--- config.mk ---
export PLATFORM = sky130hd
export DESIGN_NAME = psid_top
export DESIGN_NICKNAME = d
export VERILOG_FILES = /design/src/verilog/psid_pkg.sv /design/src/verilog/psid_top.sv /design/src/verilog/psid_skipper.sv
export SDC_FILE = /design/constraint.sdc
export NUM_CORES = 1
export LEC_CHECK = 0
export ABC_AREA = 1
export BUFFER_PORTS_ARGS = -buffer_cell sky130_fd_sc_hd__buf_2
export CORE_MARGIN = 2
export CORE_UTILIZATION = 50
export DETAILED_ROUTE_END_ITERATION = 8
export HOLD_SLACK_MARGIN = 0.1
export PLACE_DENSITY = 0.74
export SETUP_SLACK_MARGIN = 0.15
export SLEW_MARGIN = 5
export SYNTH_ARGS = -nofsm -noshare
export SYNTH_HDL_FRONTEND = slang
export SYNTH_SLANG_ARGS = --single-unit
--- constraint.sdc ---
create_clock -name CLK -period 4.1 [get_ports CLK]
set_input_delay 0.41 -clock CLK [delete_from_list [all_inputs] [get_ports CLK]]
set_output_delay 0.41 -clock CLK [all_outputs]
set_load 0.01 [all_outputs]
--- src/verilog/psid_pkg.sv ---
// Notes on behaviour
// - Opcode 0010 in the top nibble is the one-DWORD packed skip.
// - Packed skip: byte count from bits 11:0, start byte lane from bits 13:12 when nonzero; 00 keeps the current lane.
// - Skips may start and end on any lane; leftover bytes stay for the next one.
// - Opcode 1010 is the two-DWORD planar skip; luma count from bits 11:0.
// - Second DWORD: chroma A count bits 11:0, chroma B count bits 27:16.
// - Early FIFO end of line aborts everything up to the line-last instruction.
// - The target address counter keeps advancing while luma bytes are skipped.
package psid_pkg;

    // ------------------------------------------------------------
    // Instruction fields
    // ------------------------------------------------------------
    localparam logic [3:0] OP_PACKED_SKIP = 4'h2;
    localparam logic [3:0] OP_PLANAR_SKIP = 4'hA;
    localparam int OPC_HI        = 31;
    localparam int OPC_LO        = 28;
    localparam int LINE_FIRST    = 27;
    localparam int LINE_LAST     = 26;
    localparam int IRQ_REQ       = 24;
    localparam int STAT_RST_HI   = 23;
    localparam int STAT_RST_LO   = 20;
    localparam int STAT_SET_HI   = 19;
    localparam int STAT_SET_LO   = 16;
    localparam int OFS_HI        = 13;
    localparam int OFS_LO        = 12;
    localparam int CNT_HI        = 11;
    localparam int CNT_LO        = 0;
    localparam int CNT3_HI       = 27;
    localparam int CNT3_LO       = 16;
    localparam int CNT_W         = 12;
    localparam int LANE_W        = 2;
    localparam int STAT_W        = 4;
    localparam int PLANES        = 3;
    localparam logic [2:0] BYTES_PER_WORD = 3'h4;

    // ------------------------------------------------------------
    // Register map (byte addresses) and interrupt bits
    // ------------------------------------------------------------
    localparam int ADDR_W = 8;
    localparam logic [7:0] REG_CTRL     = 8'h00;
    localparam logic [7:0] REG_STATUS   = 8'h04;
    localparam logic [7:0] REG_INT_STAT = 8'h08;
    localparam logic [7:0] REG_INT_EN   = 8'h0C;
    localparam logic [7:0] REG_INT_CLR  = 8'h10;
    localparam logic [7:0] REG_TARGET   = 8'h14;
    localparam logic [7:0] REG_LANES    = 8'h18;
    localparam int INT_W     = 2;
    localparam int INT_DONE  = 0;
    localparam int INT_ABORT = 1;
    localparam int CTRL_EN   = 0;
    localparam logic [31:0] TARGET_RST = 32'h0000_0000;

    // ------------------------------------------------------------
    // Sequencer states
    // ------------------------------------------------------------
    typedef enum logic [1:0] {
        ST_IDLE  = 2'b00,
        ST_FETCH = 2'b01,
        ST_RUN   = 2'b10,
        ST_FLUSH = 2'b11
    } psid_state_e;

endpackage : psid_pkg

--- src/verilog/psid_top.sv ---
// Local design decisions: the address map and strobed register access.
`timescale 1ns/1ps
// Skip instruction decoder and executor of the capture DMA sequencer
module psid_top (
    // Clock and reset
    input  wire logic        CLK,
    input  wire logic        NRST,
    // Register port
    input  wire logic [7:0]  ADDR,
    input  wire logic [31:0] WDATA,
    input  wire logic        WR,
    input  wire logic        RD,
    output logic [31:0]      RDATA,
    // Instruction fetch
    input  wire logic        INSN_VALID,
    input  wire logic [31:0] INSN_DATA,
    output logic             INSN_READY,
    // Pixel FIFOs: bit 0 luma, 1 chroma A, 2 chroma B
    input  wire logic [2:0]  FIFO_VALID,
    input  wire logic        FIFO_EOL,
    output logic [2:0]       FIFO_POP,
    // Sequencer state
    output logic [3:0]       SEQ_STATUS,
    output logic [31:0]      TARGET_ADDR,
    output logic             BUSY,
    output logic             IRQ
);

    localparam int P  = psid_pkg::PLANES;
    localparam int CW = psid_pkg::CNT_W;

    psid_pkg::psid_state_e state_reg;
    psid_pkg::psid_state_e state_next;
    logic [31:0]             dw0_reg;
    logic [31:0]             dw0_next;
    logic                    swallow_reg;
    logic                    swallow_next;
    logic                    fl_end_reg;
    logic                    fl_end_next;
    logic                    ready_reg;
    logic                    ready_next;
    logic                    busy_reg;
    logic                    busy_next;
    logic                    en_reg;
    logic                    en_next;
    logic [3:0]              stat_reg;
    logic [3:0]              stat_next;
    logic [1:0]              ist_reg;
    logic [1:0]              ist_next;
    logic [1:0]              ien_reg;
    logic [1:0]              ien_next;
    logic                    irq_reg;
    logic                    irq_next;
    logic [31:0]             tgt_reg;
    logic [31:0]             tgt_next;
    logic [31:0]             rdata_reg;
    logic [31:0]             rdata_next;
    logic [P-1:0]            start;
    logic                    abort;
    logic [CW-1:0]           cnt     [P];
    logic                    load_lane;
    logic [P-1:0]            sk_busy;
    logic [1:0]              sk_lane [P];
    logic [2:0]              sk_used [P];
    logic [1:0]              ist_set;
    logic                    complete;
    logic                    got;

    // ------------------------------------------------------------
    // Helpers
    // ------------------------------------------------------------
    function automatic logic [3:0] opcode(input logic [31:0] dw);
        opcode = dw[psid_pkg::OPC_HI:psid_pkg::OPC_LO];
    endfunction : opcode

    function automatic logic is_skip(input logic [31:0] dw);
        is_skip = (opcode(dw) == psid_pkg::OP_PACKED_SKIP) ||
                  (opcode(dw) == psid_pkg::OP_PLANAR_SKIP);
    endfunction : is_skip

    // ------------------------------------------------------------
    // Byte discarders, one per plane
    // ------------------------------------------------------------
    for (genvar g = 0; g < P; g++)
    begin : g_plane
        psid_skipper #(.CNT_W(CW)) u_skip (
            .clk        (CLK),
            .nrst       (NRST),
            .start      (start[g]),
            .abort      (abort),
            .count      (cnt[g]),
            .load_lane  (load_lane),
            .lane_in    (INSN_DATA[psid_pkg::OFS_HI:psid_pkg::OFS_LO]),
            .fifo_valid (FIFO_VALID[g]),
            .pop        (FIFO_POP[g]),
            .busy       (sk_busy[g]),
            .lane       (sk_lane[g]),
            .consumed   (sk_used[g])
        );
    end

    // ------------------------------------------------------------
    // Sequencer, status, interrupts and register port
    // ------------------------------------------------------------
    // A word is taken only while ready already stands
    always_comb
    begin
        state_next   = state_reg;
        dw0_next     = dw0_reg;
        swallow_next = swallow_reg;
        fl_end_next  = fl_end_reg;
        en_next      = en_reg;
        stat_next    = stat_reg;
        ien_next     = ien_reg;
        start        = '0;
        abort        = 1'b0;
        load_lane    = 1'b0;
        complete     = 1'b0;
        ist_set      = '0;
        got          = INSN_VALID && ready_reg;
        for (int i = 0; i < P; i++)
            cnt[i] = '0;
        case (state_reg)
            psid_pkg::ST_IDLE:
            begin
                if (got && is_skip(INSN_DATA))
                begin
                    dw0_next = INSN_DATA;
                    if (opcode(INSN_DATA) == psid_pkg::OP_PLANAR_SKIP)
                        state_next = psid_pkg::ST_FETCH; // Second DWORD follows
                    else
                    begin
                        cnt[0]     = INSN_DATA[psid_pkg::CNT_HI:psid_pkg::CNT_LO];
                        start[0]   = 1'b1;
                        load_lane  = INSN_DATA[psid_pkg::OFS_HI:psid_pkg::OFS_LO] != 2'h0;
                        state_next = psid_pkg::ST_RUN;
                    end
                end
            end
            psid_pkg::ST_FETCH:
            begin
                if (got)
                begin
                    cnt[0]     = dw0_reg[psid_pkg::CNT_HI:psid_pkg::CNT_LO];
                    cnt[1]     = INSN_DATA[psid_pkg::CNT_HI:psid_pkg::CNT_LO];
                    cnt[2]     = INSN_DATA[psid_pkg::CNT3_HI:psid_pkg::CNT3_LO];
                    start      = '1;
                    state_next = psid_pkg::ST_RUN;
                end
            end
            psid_pkg::ST_RUN:
            begin
                if (FIFO_EOL)
                begin
                    abort = 1'b1;
                    if (dw0_reg[psid_pkg::LINE_LAST])
                    begin
                        complete   = 1'b1; // Line ends on this very instruction
                        state_next = psid_pkg::ST_IDLE;
                    end
                    else
                    begin
                        ist_set[psid_pkg::INT_ABORT] = 1'b1;
                        swallow_next = 1'b0;
                        fl_end_next  = 1'b0;
                        state_next   = psid_pkg::ST_FLUSH;
                    end
                end
                else if (sk_busy == '0)
                begin
                    complete   = 1'b1;
                    state_next = psid_pkg::ST_IDLE;
                end
            end
            psid_pkg::ST_FLUSH:
            begin
                // Skips up to the line-last one are dropped unexecuted
                if (got && swallow_reg)
                begin
                    swallow_next = 1'b0;
                    if (fl_end_reg)
                        state_next = psid_pkg::ST_IDLE;
                end
                else if (got && is_skip(INSN_DATA))
                begin
                    swallow_next = opcode(INSN_DATA) == psid_pkg::OP_PLANAR_SKIP;
                    fl_end_next  = INSN_DATA[psid_pkg::LINE_LAST];
                    if (INSN_DATA[psid_pkg::LINE_LAST] &&
                        opcode(INSN_DATA) != psid_pkg::OP_PLANAR_SKIP)
                        state_next = psid_pkg::ST_IDLE;
                end
            end
            default:
                state_next = psid_pkg::ST_IDLE;
        endcase

        // Status reset then set mask, and completion interrupt
        if (complete)
        begin
            stat_next = (stat_reg & ~dw0_reg[psid_pkg::STAT_RST_HI:psid_pkg::STAT_RST_LO])
                        | dw0_reg[psid_pkg::STAT_SET_HI:psid_pkg::STAT_SET_LO];
            ist_set[psid_pkg::INT_DONE] = dw0_reg[psid_pkg::IRQ_REQ];
        end

        // Address keeps counting through skipped luma bytes
        tgt_next = tgt_reg + {29'h0000_0000, sk_used[0]};

        // Register writes; instruction status updates win over software
        if (WR)
        begin
            if (ADDR == psid_pkg::REG_CTRL)
                en_next = WDATA[psid_pkg::CTRL_EN];
            else if (ADDR == psid_pkg::REG_STATUS && !complete)
                stat_next = WDATA[psid_pkg::STAT_W-1:0];
            else if (ADDR == psid_pkg::REG_INT_EN)
                ien_next = WDATA[psid_pkg::INT_W-1:0];
            else if (ADDR == psid_pkg::REG_TARGET)
                tgt_next = WDATA;
        end

        // Sticky events: a set in the clearing cycle survives
        if (WR && ADDR == psid_pkg::REG_INT_CLR)
            ist_next = (ist_reg & ~WDATA[psid_pkg::INT_W-1:0]) | ist_set;
        else
            ist_next = ist_reg | ist_set;
        irq_next = |(ist_next & ien_next);

        // Read data appear only in the cycle after the strobe
        rdata_next = 32'h0000_0000;
        if (RD)
        begin
            if (ADDR == psid_pkg::REG_CTRL)
                rdata_next = {31'h0000_0000, en_reg};
            else if (ADDR == psid_pkg::REG_STATUS)
                rdata_next = {28'h000_0000, stat_reg};
            else if (ADDR == psid_pkg::REG_INT_STAT)
                rdata_next = {30'h0000_0000, ist_reg};
            else if (ADDR == psid_pkg::REG_INT_EN)
                rdata_next = {30'h0000_0000, ien_reg};
            else if (ADDR == psid_pkg::REG_TARGET)
                rdata_next = tgt_reg;
            else if (ADDR == psid_pkg::REG_LANES)
                rdata_next = {24'h00_0000, state_reg, sk_lane[2], sk_lane[1], sk_lane[0]};
        end

        // Ready only when the next state can take a word
        ready_next = en_next && (state_next != psid_pkg::ST_RUN);
        busy_next  = state_next != psid_pkg::ST_IDLE;
    end

    // ------------------------------------------------------------
    // Registers
    // ------------------------------------------------------------
    always_ff @(posedge CLK or negedge NRST)
    begin
        if (!NRST)
        begin
            state_reg   <= psid_pkg::ST_IDLE;
            dw0_reg     <= 32'h0000_0000;
            swallow_reg <= 1'b0;
            fl_end_reg  <= 1'b0;
            ready_reg   <= 1'b0;
            busy_reg    <= 1'b0;
            en_reg      <= 1'b0;
            stat_reg    <= 4'h0;
            ist_reg     <= 2'h0;
            ien_reg     <= 2'h0;
            irq_reg     <= 1'b0;
            tgt_reg     <= psid_pkg::TARGET_RST;
            rdata_reg   <= 32'h0000_0000;
        end
        else
        begin
            state_reg   <= state_next;
            dw0_reg     <= dw0_next;
            swallow_reg <= swallow_next;
            fl_end_reg  <= fl_end_next;
            ready_reg   <= ready_next;
            busy_reg    <= busy_next;
            en_reg      <= en_next;
            stat_reg    <= stat_next;
            ist_reg     <= ist_next;
            ien_reg     <= ien_next;
            irq_reg     <= irq_next;
            tgt_reg     <= tgt_next;
            rdata_reg   <= rdata_next;
        end
    end

    assign RDATA       = rdata_reg;
    assign INSN_READY  = ready_reg;
    assign SEQ_STATUS  = stat_reg;
    assign TARGET_ADDR = tgt_reg;
    assign BUSY        = busy_reg;
    assign IRQ         = irq_reg;

endmodule : psid_top

--- src/verilog/psid_skipper.sv ---
`timescale 1ns/1ps
// Byte discarder for one pixel FIFO; the lane survives between instructions
module psid_skipper #(
    parameter int CNT_W = 12
) (
    // Clock and reset
    input  wire logic             clk,
    input  wire logic             nrst,
    // Control from the sequencer
    input  wire logic             start,
    input  wire logic             abort,
    input  wire logic [CNT_W-1:0] count,
    input  wire logic             load_lane,
    input  wire logic [1:0]       lane_in,
    // FIFO side
    input  wire logic             fifo_valid,
    output logic                  pop,
    // Status
    output logic                  busy,
    output logic [1:0]            lane,
    output logic [2:0]            consumed
);

    logic [CNT_W-1:0] remain_reg;
    logic [CNT_W-1:0] remain_next;
    logic [1:0]       lane_reg;
    logic [1:0]       lane_next;
    logic             pop_reg;
    logic             pop_next;
    logic             busy_reg;
    logic             busy_next;
    logic [2:0]       avail;
    logic [2:0]       take;
    logic [2:0]       lane_sum;

    // ------------------------------------------------------------
    // Next-state logic
    // ------------------------------------------------------------
    // No byte is taken in the cycle a pop is out: the FIFO word is stale then
    always_comb
    begin
        remain_next = remain_reg;
        lane_next   = lane_reg;
        pop_next    = 1'b0;
        busy_next   = busy_reg;
        avail       = psid_pkg::BYTES_PER_WORD - {1'b0, lane_reg};
        take        = 3'h0;
        lane_sum    = {1'b0, lane_reg};
        if (abort)
        begin
            busy_next   = 1'b0;
            remain_next = '0;
            lane_next   = 2'h0;
            pop_next    = (lane_reg != 2'h0) && !pop_reg; // Drop the partial word
        end
        else if (start)
        begin
            busy_next   = 1'b1;
            remain_next = count;
            if (load_lane)
                lane_next = lane_in;
        end
        else if (busy_reg)
        begin
            if (remain_reg == '0)
                busy_next = 1'b0;
            else if (fifo_valid && !pop_reg)
            begin
                // Take at most what is left in this word
                if ({{(CNT_W-3){1'b0}}, avail} > remain_reg)
                    take = remain_reg[2:0];
                else
                    take = avail;
                remain_next = remain_reg - {{(CNT_W-3){1'b0}}, take};
                lane_sum    = {1'b0, lane_reg} + take;
                lane_next   = lane_sum[1:0];
                pop_next    = lane_sum[2]; // Word fully used, free it
            end
        end
    end

    // ------------------------------------------------------------
    // State registers
    // ------------------------------------------------------------
    always_ff @(posedge clk or negedge nrst)
    begin
        if (!nrst)
        begin
            remain_reg <= '0;
            lane_reg   <= 2'h0;
            pop_reg    <= 1'b0;
            busy_reg   <= 1'b0;
        end
        else
        begin
            remain_reg <= remain_next;
            lane_reg   <= lane_next;
            pop_reg    <= pop_next;
            busy_reg   <= busy_next;
        end
    end

    assign pop      = pop_reg;
    assign busy     = busy_reg;
    assign lane     = lane_reg;
    assign consumed = take;

endmodule : psid_skipper

# Word-level counts from Yosys, hierarchy flattened
# Cells that the tools add are included.
# W data, S select, Z words.
[op_classes]
n_addsub = 10
magnitude_cmp = 3
eq_ne = 24
muxes = 146
bitwise = 8
reduce_logical = 46
[op_table]
columns = ["operator", "n"]
rows = [
  ["$mux W32", 11],
  ["$mux W12", 17],
  ["$mux W3", 24],
  ["$mux W2", 32],
  ["$mux W1", 50],
  ["$gt A3 B12 Y1", 3],
  ["$logic_not A12 Y1", 3],
  ["$mux W36", 1],
  ["$sub A12 B3 Y12", 3],
  ["$add A32 B3 Y32", 1],
  ["$eq A8 B5 Y1 const B", 3],
  ["$mux W24", 1],
  ["$pmux W12 S2", 1],
  ["$reduce_bool A3 Y1", 6],
  ["$eq A8 B4 Y1 const B", 2],
  ["$mux W4", 4],
  ["$reduce_and A4 Y1", 4],
  ["$logic_and A1 B1 Y1", 13],
  ["$ne A3 B3 Y1 const B", 4],
  ["$reduce_bool A2 Y1", 6],
  ["$ne A2 B2 Y1 const B", 5],
  ["$add A2 B3 Y3", 3],
  ["$ne A3 B2 Y1 const B", 3],
  ["$reduce_and A3 Y1", 3],
  ["24 further kinds", 34],
]
[word_totals]
register_bits = 155
inputBits = 81
elab_cells = 262

# Depth between registers and ports, before layout
# Gate-level depths: netlist (run 1).
[logic_depth]
ltp_word = 19
mapped_depth = 24
depth_no_buf = 24

# Modules after synthesis
# Synthesis (run 1) repeated with hierarchy kept, for this count alone.
[hier_totals]
hier_cells = 1342
area_unflattened_um2 = 10121.0
[modules_own_cells]
columns = ["module", "instances", "cells_per_inst", "area_each_um2", "seq_area_each_um2"]
rows = [
  ["psid_top", 1, 763, 5866.9, 2552.4],
  ["psid_skipper (g_plane[1].u_skip)", 1, 194, 1455.1, 400.4],
  ["psid_skipper (g_plane[0].u_skip)", 1, 192, 1412.6, 400.4],
  ["psid_skipper (g_plane[2].u_skip)", 1, 193, 1386.3, 400.4],
]

# Worst setup path after synthesis (run 1)
# No wires, ideal clock.
[synth_path]
path_type = "flip-flop to flip-flop"
start = "register g_plane[0].u_skip.lane_reg[0]"
end = "register tgt_reg[26] (netlist: TARGET_ADDR[26])"
arrival_time_ns = 3.403
required_time_ns = 3.984
path_slack_ns = 0.580
path_stages_with_launch = 24
synth_period_minus_slack_ns = 3.520
path_cell_list = "dfrtp_1 > inv_1 > ha_1 > ha_1 > nand2_1 > nand2_1 > nand2_1 > nand2_1 > nand3b_1 > o21ai_0 > inv_1 > nor2_1 > inv_1 > fa_1 > inv_1 > nand2_1 > a21oi_1 > nand2_1 > nor2_1 > nand2_1 > nand2_1 > nand2_1 > nand2_1 > nand2_1"
[synth_between]
elab_chain_cells = 19
[synth_rtl]
columns = ["item", "line_no", "rtl"]
rows = [
  ["start: declaration", "psid_skipper.sv:26", "logic [1:0] lane_reg;"],
  ["start signal: assignment", "psid_skipper.sv:97", "lane_reg <= lane_next;"],
  ["$sub A3 B2 Y3 (*)", "psid_skipper.sv:46", "avail = psid_pkg::BYTES_PER_WORD - {1'b0, lane_reg};"],
  ["$gt A3 B12 Y1", "psid_skipper.sv:70", "if ({{(CNT_W-3){1'b0}}, avail} > remain_reg)"],
  ["$mux W3 (*)", "psid_skipper.sv:70", ""],
  ["$mux W3 (*)", "psid_skipper.sv:67", "else if (fifo_valid && !pop_reg)"],
  ["$mux W3 (*)", "psid_skipper.sv:65", "if (remain_reg == '0)"],
  ["$mux W3 (*)", "psid_skipper.sv:63", "else if (busy_reg)"],
  ["$mux W3 (*)", "psid_skipper.sv:56", "else if (start)"],
  ["$mux W3 (*)", "psid_skipper.sv:49", "if (abort)"],
  ["[... 4 more ...]", "--", ""],
  ["$mux W3 (*)", "psid_skipper.sv:49", ""],
  ["$add A32 B3 Y32 (*)", "psid_top.sv:206", "tgt_next = tgt_reg + {29'h0000_0000, sk_used[0]};"],
  ["$mux W32", "psid_top.sv:217", "else if (ADDR == psid_pkg::REG_TARGET)"],
  ["$mux W32", "psid_top.sv:215", "else if (ADDR == psid_pkg::REG_INT_EN)"],
  ["$mux W32", "psid_top.sv:213", "else if (ADDR == psid_pkg::REG_STATUS && !complete)"],
  ["$mux W32", "psid_top.sv:211", "if (ADDR == psid_pkg::REG_CTRL)"],
  ["$mux W32 (*)", "psid_top.sv:209", "if (WR)"],
  ["via tgt_next[26]", "psid_top.sv:55", "logic [31:0] tgt_next;"],
  ["end signal: assignment", "psid_top.sv:269", "tgt_reg <= psid_pkg::TARGET_RST;"],
  ["end signal: assignment", "psid_top.sv:285", "tgt_reg <= tgt_next;"],
  ["end: declaration", "psid_top.sv:54", "logic [31:0] tgt_reg;"],
]
# The timed path passes the listed nets; every way through them passes the cells marked *. The select of a mux whose other input is x is not followed.
# A chain may end at the register's enable or synchronous reset.

# Worst setup path after layout (run 1)
[layout_path]
start = "register g_plane[0].u_skip.lane_reg[0]"
end = "register tgt_reg[14] (netlist: TARGET_ADDR[14])"
# Same word-level chain as after synthesis.

==> results of run 1 <==
synth_stat cells (6+ instances only):
master    count  area share, %
clkbuf_1     12           0.49
nor2_1      125            5.1
a31oi_1       6           0.41
a21oi_1      39            2.1
fa_1          7            1.5
dfrtp_1     150             41
buf_2        16           0.87
ha_1         27            3.7
o211ai_1      8           0.65
inv_1       172            7.0
nand3_1     124            6.7
nor3_1       35            1.9
o21ai_1      15           0.81
xor2_1       20            1.9
nand4_1      15            1.0
o21ai_0      90            4.9
nand3b_1     14            1.1
nand2_1     393             16
final cells by class:
| class | count | area (µm²) |
|---|---|---|
| well taps | 229 | 287 |
| fillers | 1730 | 7150 |
| clock buffers | 18 | 429 |
| clock inverters | 14 | 164 |
| multi-input cells | 948 | 4690 |
| repair buffers | 165 | 880 |
| flip-flops and latches | 150 | 3760 |
| inverters | 179 | 672 |
cells in the final DEF, fill, tap and decap left out, types with 17 or more instances in the layout:
| cell type | netlist | layout |
|---|---|---|
| nor2_1 | 125 | 122 |
| nor3_1 | 35 | 35 |
| dfrtp_1 | 150 | 148 |
| a21oi_1 | 39 | 38 |
| o21ai_0 | 90 | 89 |
| inv_1 | 172 | 172 |
| clkbuf_16 | 0 | 17 |
| nand3_1 | 124 | 123 |
| buf_2 | 16 | 151 |
| ha_1 | 27 | 27 |
| xor2_1 | 20 | 20 |
| nand2_1 | 393 | 392 |
worst max-delay path, cell delays in order, from the launching register on:
cell	delay [ns]
dfrtp_2	0.43
inv_1	0.11
ha_1	0.26
ha_1	0.30
nand2_1	0.05
nand2_1	0.05
nand2_1	0.04
nand2_1	0.08
nand3b_1	0.18
nand2_1	0.10
o21ai_0	0.11
nor2_1	0.13
ha_1	0.17
inv_1	0.05
fa_1	0.38
inv_1	0.10
nand2_1	0.14
a21oi_4	0.23
nand3_2	0.16
o21ai_0	0.21
nand3_1	0.10
o21ai_0	0.09
inv_1	0.05
stage by stage:
stage               setup slack [ns]  cell area [µm²]  hold WS (ns)
finish                         0.474            10900         0.179
global route                   0.151            10900         0.193
CTS                            0.203            10800         0.175
detailed placement             0.222            10200         0.465
global placement               0.328            10200         0.456
floorplan                      0.580             9250         0.114
per-layer routing:
layer  share of wire, %  vias to the layer above  GRT usage, %
met3                7.5                       44          4.07
met2                 47                      364          44.0
met4                2.3                        0          9.16
li1                   -                     4518             -
met1                 44                     4316          38.0
met5                  0                        -             0
final timing paths:
path	slack (ns)	endpoint	startpoint
min in group asynchronous	0.59	RDATA[4]	NRST
max	0.47	TARGET_ADDR[14]	g_plane[0].u_skip.lane[0]
min reg2reg	0.48	dw0_reg[8]	dw0_reg[8]
max in group asynchronous	2.65	g_plane[0].u_skip.lane[1]	NRST
min	0.18	TARGET_ADDR[19]	WDATA[19]
max reg2reg	0.47	TARGET_ADDR[14]	g_plane[0].u_skip.lane[0]
kinds of logic after synthesis:
group | Yosys count | synth area share (%)
AO/OA/AOI/OAI | 167 | 9.61
XOR/XNOR | 20 | 1.89
adder cells (fa/ha/maj) | 34 | 5.17
buffers and inverters | 213 | 9.07
flip-flops | 150 | 40.6
AND/OR/NAND/NOR | 727 | 33.7
timing repair:
item,4_1_cts,5_1_grt
gates resized for setup,0,11
setup buffers,0,3
hold buffers,1,0
hold endpoints to repair,75,0
setup endpoints to repair,0,12
report_power, final:
group | internal (mW) | switching [mW]
registers | 1.91 | 0.441
logic | 1.33 | 2.26
clock network | 0.915 | 0.697
==> run metrics, run 1 <==
highest attainable clock frequency=276 MHz; post-synth cell types=40; area of the mapped netlist=9250 µm²; maximum vdd ir drop=385 µV; total inserted antenna cells=0; clock tree root driver cell=clkbuf_16; Worst-path clk slew=0.07 ns; TritonCTS clock tree=yes; min cycle time layout=3.63 ns; max-cap violations=0; TritonRoute pass-1 iters=6; Max-Slew Margin vs Limit=49.3%; endpoints failing setup=0; number of antenna violations at the first check in global routing=0; Post-Place Cells=1667; Detailed Route Iter0 Violations=855; fraction of final layout cells sized beyond drive strength 1=15.3%; clk sinks=150; type of the most critical hold path=input pin to register; number of global-route vias before repair=8511; share of flip-flops with an asynchronous set or reset after synthesis=100%; per-instance average area after synthesis=7.05 µm²; Worst Path Class, Setup=register to register; warnings from Yosys=0; Placeable Area=18000 µm²; Post-synth EDFFs=0; layout overhead on the synthesized area=17.6%; Port Buffers=152; unrepaired setup endpoints after global routing=no; Top Ports=155; Die W=140 µm; count of cells along the worst register-to-register path=22; num rows=49; post-synthesis sequential area ratio=40.6%; final setup skew=0.00756 ns; post-route total power=7.55 mW; arrival time of data at the critical path endpoint=3.95 ns; data required time at the worst endpoint=4.42 ns; syn nets=1426; Power Dens Cells=694 nW/µm²; Main synth FF type=dfrtp_1; global-route wire length before repair=42.8 mm; largest net degree at the start of global routing=77; DR WL/cell=15.8 µm; total number of vias=9242; flip-flop count of the largest register after layout=36; H-tree depth=4; overall die height=140 µm; number of CTS-inserted buffers=17; Hold Crit Depth=3; floorplan die area=19600 µm²; final core area utilization=60.3%; Detail Route Antenna Nets=0; clock latency at the later pin of the worst-skew pair=0.44 ns; sort of element at the end of the critical path=register; number of pins exceeding their max-slew limit in the final report=0; routed wire length=26.9 mm; total congestion overflow after global routing=0; buffer levels on the longest clock path=2; number of register bits inferred by synthesis=150; post-route clock period utilization=88.4%; half-perimeter wire length after placement=19.9 mm; Post-Layout Cell Count=1703; cells after synthesis=1311; status=completed; Startpoint Class=register; final routed DRC violation total=0; number of hold violations in the final report=0; transition time of the tightest slew-check pin=0.760 ns; Vias per Instance=5.43; Max Fanout on Critical Path=5; Total Nets Final=1576; final-layout setup total negative slack=0 ns; GRT Overall Usage=27.3%; initial core utilization=51.3%; leakage power of the design=5.80 nW; global placement routability congestion=0.883
(Power assumes the default switching activity.)
==> inputs of run 2 (changes only) <==
--- a/config.mk
+++ b/config.mk
@@ -9,6 +9,7 @@
 export BUFFER_PORTS_ARGS = -buffer_cell sky130_fd_sc_hd__buf_2
 export CORE_MARGIN = 2
 export CORE_UTILIZATION = 50
+export CTS_BUF_LIST = sky130_fd_sc_hd__clkbuf_4 sky130_fd_sc_hd__clkbuf_8 sky130_fd_sc_hd__clkbuf_16
 export DETAILED_ROUTE_END_ITERATION = 8
 export HOLD_SLACK_MARGIN = 0.1
 export PLACE_DENSITY = 0.74
==> run metrics, run 2 (same netlist as run 1, synthesis figures left out) <==
final core area utilization=60.3% (about the same); post-place instance area=10200 µm² (unchanged); largest net degree at the start of global routing=77 (unchanged); layout overhead on the synthesized area=17.6% (about the same); number of hold violations in the final report=0 (unchanged); minimum setup slack in the final design=0.492 ns (+0.0185 ns); post-route clock period utilization=88.0% (-0.45 points); DR WL/cell=15.8 µm (-0.36%); status=completed; Max Fanout on Critical Path=5 (unchanged); Max-Slew Margin vs Limit=48.7% (-0.53 points); Worst-path clk slew=0.07 ns (about the same); Post-Place Cells=1667 (unchanged); Post-Layout Cell Count=1703 (unchanged); total number of vias=9282 (+0.43%); post-layout instance area=10900 µm² (about the same); clock tree root driver cell=clkbuf_16; leakage power of the design=5.80 nW (about the same); routed wire length=26.8 mm (-0.36%); H-tree depth=4 (unchanged); maximum vdd ir drop=385 µV (about the same); min cycle time layout=3.61 ns (-0.0185 ns); GRT Overall Usage=27.3% (-0.035 points); fraction of final layout cells sized beyond drive strength 1=15.4% (+0.068 points); total congestion overflow after global routing=0 (unchanged); post-route total power=7.56 mW (about the same); Detailed Route Iter0 Violations=830 (-2.9%); Sequential cell area=3760 µm² (unchanged); number of antenna violations at the first check in global routing=0 (unchanged); data required time at the worst endpoint=4.42 ns (about the same); type of the most critical hold path=input pin to register; most frequent standard cell in the layout excluding fill and tap cells=nand2_1; final setup skew=0.0110 ns (+0.00343 ns); number of global-route vias before repair=8520 (+0.11%); Top Ports=155 (unchanged); final-layout setup total negative slack=0 ns (unchanged); unrepaired setup endpoints after global routing=no; num rows=49 (unchanged); Startpoint Class=register; Port Buffers=152 (unchanged); number of CTS-inserted buffers=17 (unchanged); Total Nets Final=1576 (unchanged); floorplan die area=19600 µm² (unchanged); Power Dens Cells=695 nW/µm² (about the same); TritonRoute pass-1 iters=5 (-1); max-cap violations=0 (unchanged); buffer levels on the longest clock path=2 (unchanged); Die W=140 µm (unchanged); overall die height=140 µm (unchanged); final routed DRC violation total=0 (unchanged); number of pins exceeding their max-slew limit in the final report=0 (unchanged); clock latency at the later pin of the worst-skew pair=0.44 ns (about the same); half-perimeter wire length after placement=19.9 mm (unchanged); area used by multi-input combinational logic=4690 µm² (unchanged); endpoints failing setup=0 (unchanged); global placement routability congestion=0.883 (unchanged); TritonCTS clock tree=yes; clk sinks=150 (unchanged); fill cell count=1723 (-0.40%); Placeable Area=18000 µm² (unchanged); Worst Hold Margin=0.176 ns (-0.00334 ns); Worst Path Class, Setup=register to register; initial core utilization=51.3% (unchanged); transition time of the tightest slew-check pin=0.767 ns (+0.00695 ns); global-route wire length before repair=42.8 mm (-0.16%); sort of element at the end of the critical path=register; Vias per Instance=5.45 (+0.43%); highest attainable clock frequency=277 MHz (+0.51%); Detail Route Antenna Nets=0 (unchanged); highest-count cells in the layout ignoring fill and taps=392 x nand2_1, 172 x inv_1, 151 x buf_2; flip-flop count of the largest register after layout=36 (unchanged); arrival time of data at the critical path endpoint=3.92 ns (-0.03 ns); worst slack, placed=0.222 ns (unchanged); total inserted antenna cells=0 (unchanged)
run 2: worst paths after layout:
| path | slack, ns | depth (start not counted) | startpoint | end |
|---|---|---|---|---|
| max | 0.49 | 24 | g_plane[0].u_skip.lane[0] | TARGET_ADDR[24] |
| max in group asynchronous | 2.66 | 3 | NRST | g_plane[0].u_skip.remain_reg[2] |
| min reg2reg | 0.48 | 2 | dw0_reg[8] | dw0_reg[8] |
| min in group asynchronous | 0.58 | 2 | NRST | RDATA[5] |
| min | 0.18 | 3 | WDATA[19] | TARGET_ADDR[19] |
| max reg2reg | 0.49 | 24 | g_plane[0].u_skip.lane[0] | TARGET_ADDR[24] |
run 2: repair_timing:
item | 4_1_cts | 5_1_grt
setup buffers | 0 | 3
resized for setup | 0 | 11
endpoints found under the setup margin | 0 | 12
hold buffers | 1 | 0
hold endpoints to repair | 75 | 0
run 2: cell type report:
class | instances | area share, %
clock buffer | 18 | 3.98
clock inverter | 14 | 1.51
inverter | 179 | 6.18
multi-input combinational | 948 | 43.1
sequential | 150 | 34.5
tap | 229 | 2.63
timing repair buffer | 165 | 8.09
run 2: worst max-delay path, stage by stage (launching register included):
cell and delay [ns]:
dfrtp_2 0.43, inv_1 0.11, ha_1 0.26, ha_1 0.30, nand2_1 0.05, nand2_1 0.05
nand2_1 0.04, nand2_1 0.08, nand3b_1 0.18, nand2_1 0.10, o21ai_0 0.11, nor2_1 0.13
ha_1 0.18, inv_1 0.05, fa_1 0.38, inv_1 0.10, nand2_1 0.13, a21oi_4 0.23
nand2_2 0.13, inv_1 0.13, nand2_1 0.06, nand2_1 0.05, nand3_1 0.06, o21ai_0 0.09
inv_1 0.07
run 2: where the power goes:
group | total (mW) | switching, mW | internal (mW)
Clock | 1.62 | 0.697 | 0.921
Sequential | 2.35 | 0.441 | 1.91
Combinational | 3.59 | 2.26 | 1.33
run 2: per-layer routing:
layer | GRT usage, % | wire, µm | up-vias
met2 | 43.9 | 12500 | 397
met3 | 4.10 | 2030 | 46
li1 | - | - | 4517
met5 | 0 | 0 | -
met4 | 9.42 | 631 | 0
met1 | 37.9 | 11700 | 4322
